[src/rtl/trig_sel_pkg.sv]
// constants and types for the sequencer trigger select block
package trig_sel_pkg;
    localparam int          NUM_SEQ         = 4;
    localparam int          CODE_W          = 4;
    localparam logic [11:0] TRIG_SEL_OFFSET = 12'h014;
    localparam logic [11:0] CTRL_OFFSET     = 12'h100;
    localparam logic [11:0] STATUS_OFFSET   = 12'h104;
    localparam int          SEQ0_LSB        = 0;
    localparam int          SEQ1_LSB        = 4;
    localparam int          SEQ2_LSB        = 8;
    localparam int          SEQ3_LSB        = 12;
    localparam int          FIELDS_W        = 16;
    localparam logic [15:0] TRIG_SEL_RESET  = 16'h0000;
    localparam logic [1:0]  RESP_OKAY       = 2'h0;
    localparam logic [1:0]  RESP_SLVERR     = 2'h2;

    typedef enum logic [3:0] {
        SRC_CONTROLLER = 4'h0,
        SRC_EXTERNAL   = 4'h4,
        SRC_TIMER      = 4'h5,
        SRC_PWM0       = 4'h6,
        SRC_PWM1       = 4'h7,
        SRC_PWM2       = 4'h8,
        SRC_ALWAYS     = 4'hF
    } trig_src_t;

    // raw event sources shared by all sequencers
    typedef struct packed {
        logic       external_trigger_pin;
        logic       timer_trigger;
        logic [2:0] pwm_trigger;
    } trig_inputs_t;
endpackage : trig_sel_pkg

[src/rtl/adc_sequencer_trigger_select.sv]
// axi4-lite trigger source selector for four sample sequencers
//
// The placing of the registers and the AXI4-Lite slave port are this design's own decisions.
`timescale 1ns/1ps
module adc_sequencer_trigger_select
    import trig_sel_pkg::*;
#(
    parameter int ADDR_W = 12
) (
    input  wire logic                 aclk,
    input  wire logic                 aresetn,
    input  wire logic [ADDR_W-1:0]    s_axi_awaddr,
    input  wire logic                 s_axi_awvalid,
    output logic                      s_axi_awready,
    input  wire logic [31:0]          s_axi_wdata,
    input  wire logic [3:0]           s_axi_wstrb,
    input  wire logic                 s_axi_wvalid,
    output logic                      s_axi_wready,
    output logic [1:0]                s_axi_bresp,
    output logic                      s_axi_bvalid,
    input  wire logic                 s_axi_bready,
    input  wire logic [ADDR_W-1:0]    s_axi_araddr,
    input  wire logic                 s_axi_arvalid,
    output logic                      s_axi_arready,
    output logic [31:0]               s_axi_rdata,
    output logic [1:0]                s_axi_rresp,
    output logic                      s_axi_rvalid,
    input  wire logic                 s_axi_rready,
    input  wire trig_inputs_t         trig_in,
    output logic [NUM_SEQ-1:0]        seq_start
);
    if (ADDR_W < 12) begin : g_addr_check
        $error("ADDR_W must be at least 12");
    end

    logic [FIELDS_W-1:0]  sel_reg,   sel_next;
    logic [NUM_SEQ-1:0]   ctrl_req_reg, ctrl_req_next;
    logic [NUM_SEQ-1:0]   start_reg, start_next;
    logic [NUM_SEQ-1:0]   hist_reg,  hist_next;
    logic                 pin_s1_reg, pin_s2_reg, pin_s3_reg;
    logic                 aw_hold_reg, aw_hold_next;
    logic                 w_hold_reg,  w_hold_next;
    logic [ADDR_W-1:0]    awaddr_reg,  awaddr_next;
    logic [31:0]          wdata_reg,   wdata_next;
    logic [3:0]           wstrb_reg,   wstrb_next;
    logic                 bvalid_reg,  bvalid_next;
    logic [1:0]           bresp_reg,   bresp_next;
    logic                 rvalid_reg,  rvalid_next;
    logic [1:0]           rresp_reg,   rresp_next;
    logic [31:0]          rdata_reg,   rdata_next;
    logic                 pin_pulse;
    logic [NUM_SEQ-1:0]   event_hit;

    // write channel: address and data taken in either order
    assign s_axi_awready = !aw_hold_reg && !bvalid_reg;
    assign s_axi_wready  = !w_hold_reg && !bvalid_reg;
    assign s_axi_bvalid  = bvalid_reg;
    assign s_axi_bresp   = bresp_reg;
    assign s_axi_arready = !rvalid_reg;
    assign s_axi_rvalid  = rvalid_reg;
    assign s_axi_rresp   = rresp_reg;
    assign s_axi_rdata   = rdata_reg;
    assign seq_start     = start_reg;

    // rising edge of synchronised pin; stage one feeds only stage two
    assign pin_pulse = pin_s2_reg && !pin_s3_reg;

    always_comb begin
        logic             aw_have, w_have;
        logic [ADDR_W-1:0] wa;
        logic [31:0]      wd;
        logic [3:0]       ws;
        aw_have      = aw_hold_reg || s_axi_awvalid;
        w_have       = w_hold_reg || s_axi_wvalid;
        wa           = aw_hold_reg ? awaddr_reg : s_axi_awaddr;
        wd           = w_hold_reg ? wdata_reg : s_axi_wdata;
        ws           = w_hold_reg ? wstrb_reg : s_axi_wstrb;
        aw_hold_next = aw_hold_reg;
        w_hold_next  = w_hold_reg;
        awaddr_next  = awaddr_reg;
        wdata_next   = wdata_reg;
        wstrb_next   = wstrb_reg;
        bvalid_next  = bvalid_reg && !s_axi_bready;
        bresp_next   = bresp_reg;
        sel_next     = sel_reg;
        ctrl_req_next = 4'h0;
        if (!bvalid_reg && aw_have && w_have) begin
            aw_hold_next = 1'b0;
            w_hold_next  = 1'b0;
            bvalid_next  = 1'b1;
            bresp_next   = RESP_OKAY;
            if (wa[11:2] == TRIG_SEL_OFFSET[11:2]) begin
                if (ws[0]) sel_next[7:0]  = wd[7:0];
                if (ws[1]) sel_next[15:8] = wd[15:8];
            end else if (wa[11:2] == CTRL_OFFSET[11:2]) begin
                if (ws[0]) ctrl_req_next = wd[NUM_SEQ-1:0];
            end else if (wa[11:2] != STATUS_OFFSET[11:2]) begin
                bresp_next = RESP_SLVERR;
            end
        end else if (!bvalid_reg) begin
            if (s_axi_awvalid && !aw_hold_reg) begin
                aw_hold_next = 1'b1;
                awaddr_next  = s_axi_awaddr;
            end
            if (s_axi_wvalid && !w_hold_reg) begin
                w_hold_next = 1'b1;
                wdata_next  = s_axi_wdata;
                wstrb_next  = s_axi_wstrb;
            end
        end
    end

    always_comb begin
        rvalid_next = rvalid_reg && !s_axi_rready;
        rdata_next  = rdata_reg;
        rresp_next  = rresp_reg;
        if (!rvalid_reg && s_axi_arvalid) begin
            rvalid_next = 1'b1;
            rresp_next  = RESP_OKAY;
            if (s_axi_araddr[11:2] == TRIG_SEL_OFFSET[11:2])
                rdata_next = {16'h0000, sel_reg};
            else if (s_axi_araddr[11:2] == CTRL_OFFSET[11:2])
                rdata_next = 32'h0000_0000;
            else if (s_axi_araddr[11:2] == STATUS_OFFSET[11:2])
                rdata_next = {28'h000_0000, hist_reg};
            else begin
                rdata_next = 32'h0000_0000;
                rresp_next = RESP_SLVERR;
            end
        end
    end

    // per-sequencer source decode
    always_comb begin
        for (int i = 0; i < NUM_SEQ; i++) begin
            unique case (sel_reg[i*CODE_W +: CODE_W])
                SRC_CONTROLLER: event_hit[i] = ctrl_req_reg[i];
                SRC_EXTERNAL:   event_hit[i] = pin_pulse;
                SRC_TIMER:      event_hit[i] = trig_in.timer_trigger;
                SRC_PWM0:       event_hit[i] = trig_in.pwm_trigger[0];
                SRC_PWM1:       event_hit[i] = trig_in.pwm_trigger[1];
                SRC_PWM2:       event_hit[i] = trig_in.pwm_trigger[2];
                SRC_ALWAYS:     event_hit[i] = 1'b1;
                default:        event_hit[i] = 1'b0;
            endcase
        end
        start_next = event_hit;
        hist_next  = hist_reg | event_hit;
    end

    always_ff @(posedge aclk) begin
        if (!aresetn) begin
            sel_reg      <= TRIG_SEL_RESET;
            ctrl_req_reg <= 4'h0;
            start_reg    <= 4'h0;
            hist_reg     <= 4'h0;
            pin_s1_reg   <= 1'b0;
            pin_s2_reg   <= 1'b0;
            pin_s3_reg   <= 1'b0;
            aw_hold_reg  <= 1'b0;
            w_hold_reg   <= 1'b0;
            awaddr_reg   <= '0;
            wdata_reg    <= 32'h0000_0000;
            wstrb_reg    <= 4'h0;
            bvalid_reg   <= 1'b0;
            bresp_reg    <= RESP_OKAY;
            rvalid_reg   <= 1'b0;
            rresp_reg    <= RESP_OKAY;
            rdata_reg    <= 32'h0000_0000;
        end else begin
            sel_reg      <= sel_next;
            ctrl_req_reg <= ctrl_req_next;
            start_reg    <= start_next;
            hist_reg     <= hist_next;
            pin_s1_reg   <= trig_in.external_trigger_pin;
            pin_s2_reg   <= pin_s1_reg;
            pin_s3_reg   <= pin_s2_reg;
            aw_hold_reg  <= aw_hold_next;
            w_hold_reg   <= w_hold_next;
            awaddr_reg   <= awaddr_next;
            wdata_reg    <= wdata_next;
            wstrb_reg    <= wstrb_next;
            bvalid_reg   <= bvalid_next;
            bresp_reg    <= bresp_next;
            rvalid_reg   <= rvalid_next;
            rresp_reg    <= rresp_next;
            rdata_reg    <= rdata_next;
        end
    end
endmodule : adc_sequencer_trigger_select

[config.mk]
export PLATFORM = sky130hd
export DESIGN_NAME = adc_sequencer_trigger_select
export DESIGN_NICKNAME = d
export VERILOG_FILES = /design/src/rtl/trig_sel_pkg.sv /design/src/rtl/adc_sequencer_trigger_select.sv
export SDC_FILE = /design/constraint.sdc
export NUM_CORES = 1
export LEC_CHECK = 0
export BUFFER_PORTS_ARGS = -buffer_cell sky130_fd_sc_hd__buf_2
export CORE_UTILIZATION = 48
export CTS_BUF_LIST = sky130_fd_sc_hd__clkbuf_8
export DETAILED_ROUTE_END_ITERATION = 12
export PLACE_DENSITY = 0.87
export RECOVER_POWER = 100
export SYNTH_ARGS = -nofsm -noshare
export SYNTH_HDL_FRONTEND = slang
export SYNTH_SLANG_ARGS = --single-unit
[constraint.sdc]
create_clock -name aclk -period 1.7 [get_ports aclk]
set_input_delay 0.085 -clock aclk [delete_from_list [all_inputs] [get_ports aclk]]
set_output_delay 0.085 -clock aclk [all_outputs]
set_load 0.005 [all_outputs]
==> results.cfg, run 1 <==
[floorplanning]
rows = 31
die_x_um = 89.8
initial_core_util_pct = 50.4
ioPinCount = 117
coreArea_um2 = 7330
dieHeight_um = 89.8
dieArea_um2 = 8060

[global_route]
grtUsageMet3_pct = 3.55
top_usage_layer = met2
grt_pass1_vias = 3077
grtUsageTotal_pct = 20.7
use_met1_pct = 26.1
overflow = 0
use_met2_pct = 34.3
antenna_found_initial = 0
grt_start_max_net_pins = 52
grt_pass1_wl_um = 13700

[drt]
viasPerCell = 5.15
avgRoutedWirePerCell_um = 12.9
antenna_left = 0
drt_iter0_markers = 198
routed_wl_um = 8260
vias = 3303
drc = 0
dr.pass1.iters = 4

[timing]
relSlewSlack_pct = 41.9
fin_crit_sh_pct = 103
tightest_slew_ns = 0.872
min_period_ns = 1.75
hold_violations = 0
fmax_mhz = 571
maxSlewViolCount = 0
fin_setup_tns_ns = -0.354
rsz0062_at_grt = yes
finalSetupViolations = 14
layout_setup_ws_ns = -0.0518
skew_ns = 0.00369

[worst_setup_path]
crit_arrival_ns = 2.03
end_kind = flop
crit_type = reg -> reg
required_ns = 1.98
startpoint_type = flop
critical_path.max_fanout = 5

[finish]
diodes = 0
drive_above_1_share_pct = 21.8
final_nets = 609
multi_input_area_um2 = 1950
fill_cells = 613
seq_area_um2 = 1620
syn_to_final_growth_pct = 25.4

[yosys]
syn_inst = 433
synth.distinct_cells = 43
async_flop_share_pct = 0
synth_ff_type = dfxtp_1
synth_edf_count = 0
syn_avg_cell_area_um2 = 8.54
yosysWarnings = 0
netlist_area_um2 = 3700
ys_seq_area_share_pct = 43.9
ys_seq_elements = 81

[power]
leakage_uw = 0.00192
powerDensity_nw_per_um2 = 840
irDropWorstVdd_v = 0.000409

[placement]
dp_hpwl_um = 5900
place.gp.congestion = 0.793
dp_worst_setup_slack_ns = -0.146
port_buffers = 76

[clocking]
worstSkewPairLatency_ns = 0.35
ctsLongestPathBuffers = 2
cts_made_buffers = 9
clk_transition_reported_paths_ns = 0.08
clockRootBuffer = clkbuf_8
clkSinkCount = 81
htreeDepth = 3
tritoncts = done

[status]
status = complete, but fails checks
violations = setup timing

[worst_hold_path]
hold_path_class = in -> reg

[run]
cap_violations = 0
through the flow:
step	util [%]	power (uW)	area [um^2]	cells	hold slack [ns]
detailed placement	56.9	2480	4170	604	0.304
CTS	63.0	3910	4620	640	0.00899
global placement	56.9	2460	4170	604	0.301
global route	63.2	4040	4630	641	0.0282
floorplan	-	2330	3760	450	0.212
finish	63.2	3890	4630	641	0.0231
worst max-delay path, stage by stage, from the launching register on:
cell and delay [ns]:
dfxtp_2 0.34, buf_4 0.15, nor3_2 0.16, a22o_2 0.17
o211ai_4 0.10, or4_4 0.59, nor2b_1 0.16
what timing repair did:
item,4_1_cts,5_1_grt
gates resized for setup,9,11
endpoints found under the hold margin,19,0
buffers inserted,0,1
hold buffers,20,0
endpoints found under the setup margin,19,20
gates cloned,0,0
pin swaps,5,3
layer usage:
metal	part of all wire, %	wire [um]
met1	45	3730
met2	47	3860
met5	0	0
met3	5.5	450
met4	2.6	215
cell type report:
cell class,instances,area share [%]
clock buffer,10,2.97
clock inverter,6,1.46
inverter,7,0.567
multi-input combinational,322,42.1
sequential,81,35.0
tap,99,2.67
timing repair buffer,116,15.2
logic make-up after synthesis:
group	after synthesis	synth area share (%)
AND/OR/NAND/NOR	180	23.4
AO/OA/AOI/OAI	93	16.5
flip-flops	81	43.9
buffers and inverters	47	7.45
multiplexers	31	8.73
other	1	0.101
Yosys cell counts (all sizes together), types with 4 or more instances:
master  count  area (um^2)
nand2b     12         75.1
a22oi       8         60.1
nand3       4         20.0
and2       11         68.8
nor2       28          105
mux2        4         52.6
nand2      88          330
o21ai      19         95.1
nor2b      17          106
a21oi      22          110
dfxtp      81         1620
nor3        7         35.0
clkbuf     12         45.0
a21boi     18          135
inv         7         26.3
o211ai     17          133
buf        28          204
mux2i      27          270
worst paths after layout:
path / cells after the start / endpoint / slack [ns] / start
min: 3 / wdata_reg[1]$_SDFFE_PN0P_ / 0.02 / s_axi_wdata[1]
max reg2reg: 6 / ctrl_req_reg[0]$_SDFF_PP0_ / -0.05 / aw_hold_reg$_SDFFE_PP0P_
max: 6 / ctrl_req_reg[0]$_SDFF_PP0_ / -0.05 / aw_hold_reg$_SDFFE_PP0P_
min reg2reg: 1 / pin_s2_reg$_SDFF_PN0_ / 0.44 / pin_s1_reg$_SDFF_PN0_
report_power, final:
part / internal (uW) / total [uW] / switching, uW / leakage, uW
combinational: 232 / 506 / 274 / 0.00117
clock: 717 / 1410 / 695 / 0.0000868
sequential: 1950 / 1980 / 29.5 / 0.000657
cell usage in the layout, fill, tap and decap left out, drive strengths merged, types with 2 or more instances in the layout:
cell and instances:
a21boi 18, a21oi 22, a22oi 8, and2 11, buf 75, clkbuf 31
clkinvlp 5, conb 18, dfxtp 81, dlygate4sd3 20, inv 7, mux2 4
mux2i 27, nand2 88, nand2b 12, nand3 4, nand3b 2, nor2 28
nor2b 17, nor3 7, nor3b 2, nor4 2, o211ai 17, o21ai 19
o41ai 2, or3 2, or4 2
(Power assumes the default switching activity.)
==> inputs of run 2 (changes only) <==
Settings changed: CORE_UTILIZATION 48 to 46, PLACE_DENSITY 0.87 to 0.84.
==> results.cfg, run 2 (synthesized netlist as in run 1, its figures left out) <==
[global_route]
antenna_found_initial = 0
grt_pass1_vias = 3186
grt_pass1_wl_um = 14000
grt_start_max_net_pins = 58
grtUsageTotal_pct = 20.6
overflow = 0

[clocking]
ctsLongestPathBuffers = 2
cts_made_buffers = 9
clk_transition_reported_paths_ns = 0.08
htreeDepth = 3
clockRootBuffer = clkbuf_8
tritoncts = done
clkSinkCount = 81
worstSkewPairLatency_ns = 0.34

[finish]
multi_input_area_um2 = 1940
drive_above_1_share_pct = 23.5
fill_cells = 680
design_area_um2 = 4690
layout_common_cells = nand2_1 (88), dfxtp_1 (79), buf_2 (68), mux2i_1 (27), nor2_1 (26)
seq_area_um2 = 1630
diodes = 0
final_nets = 615
syn_to_final_growth_pct = 26.8
stdcell_count = 650
layout_commonest_cell = nand2_1

[worst_setup_path]
required_ns = 1.98
crit_type = reg -> reg
startpoint_type = flop
critical_path.max_fanout = 6
end_kind = flop
crit_arrival_ns = 2.04

[drt]
viasPerCell = 5.18
drc = 0
dr.pass1.iters = 4
avgRoutedWirePerCell_um = 13.1
drt_iter0_markers = 185
routed_wl_um = 8500
antenna_left = 0
vias = 3364

[placement]
port_buffers = 76
dp_hpwl_um = 5830
post_dp_cell_area_um2 = 4170
place.gp.congestion = 0.810
place_inst = 607

[floorplanning]
initial_core_util_pct = 47.6
rows = 32
ioPinCount = 117
dieArea_um2 = 8400
dieHeight_um = 91.6
die_x_um = 91.6
coreArea_um2 = 7770

[power]
irDropWorstVdd_v = 0.000403
leakage_uw = 0.00199
powerDensity_nw_per_um2 = 800
power_uw = 3750

[status]
violations = setup timing
status = complete, but fails checks

[timing]
tightest_slew_ns = 0.766
relSlewSlack_pct = 48.6
fin_crit_sh_pct = 104
layout_setup_ws_ns = -0.0634
finalSetupViolations = 9
hold_violations = 0
min_period_ns = 1.76
fmax_mhz = 567
maxSlewViolCount = 0
rsz0062_at_grt = yes
skew_ns = 0.00700

[worst_hold_path]
hold_path_class = in -> reg

[run]
cap_violations = 0
run 2: changes by cell type in the layout (fill, tap and decap cells not counted), moves of 6 or more:
cell,delta
buf_2,+7
buf_4,+9
o21ai_1,+6
clkbuf_1,-9
o21ai_0,-6
run 2: path summary, 6_finish.rpt:
| path | from | end | slack, ns | cells past startpoint |
|---|---|---|---|---|
| max | aw_hold_reg$_SDFFE_PP0P_ | ctrl_req_reg[0]$_SDFF_PP0_ | -0.06 | 7 |
| min | s_axi_awaddr[7] | awaddr_reg[7]$_SDFFE_PN0P_ | 0.02 | 3 |
| max reg2reg | aw_hold_reg$_SDFFE_PP0P_ | ctrl_req_reg[0]$_SDFF_PP0_ | -0.06 | 7 |
| min reg2reg | pin_s1_reg$_SDFF_PN0_ | pin_s2_reg$_SDFF_PN0_ | 0.44 | 1 |
run 2: worst max-delay path, cell delays in order, from the launching register on:
cell and delay, ns:
dfxtp_4 0.39, buf_6 0.11, buf_4 0.10, buf_4 0.13, mux2i_1 0.23, nand2_1 0.11, or4_4 0.47, nor2b_1 0.14
run 2: area by class of cell:
class	instances	share of cell area, %
multi-input cells	322	41.4
inverters	7	0.561
clock inverters	6	0.748
repair buffers	122	16.9
clock buffers	10	2.94
well taps	102	2.72
flip-flops and latches	81	34.7
run 2: per-layer routing:
layer,part of all wire (%),global-route usage [%],vias to the layer above
met5,0,0,-
met4,2.8,10.2,0
met3,5.1,2.90,23
met2,47,34.3,124
met1,45,26.0,1558
li1,-,-,1659
run 2: per-stage QoR:
step	setup TNS (ns)	util, %	hold slack [ns]	setup slack (ns)
2_1_floorplan	-0.0999	-	0.212	-0.0499
3_3_place_gp	-0.492	53.7	0.303	-0.0889
3_5_place_dp	-1.24	53.7	0.301	-0.135
4_1_cts	-0.0542	59.8	0.0116	-0.0217
5_1_grt	-0.977	60.3	0.0511	-0.0961
6_report	-0.369	60.3	0.0249	-0.0634
run 2: timing repair:
item,in CTS,in global routing
resized for setup,9,9
buffers inserted,5,0
endpoints found under the setup margin,18,20
hold buffers,22,0
pin swaps,6,1
hold endpoints to repair,21,0
run 2: report_power, final:
part	leakage [uW]	internal [uW]	switching, uW
combinational	0.00124	258	284
sequential	0.000657	1950	31.8
clock	0.0000932	560	669
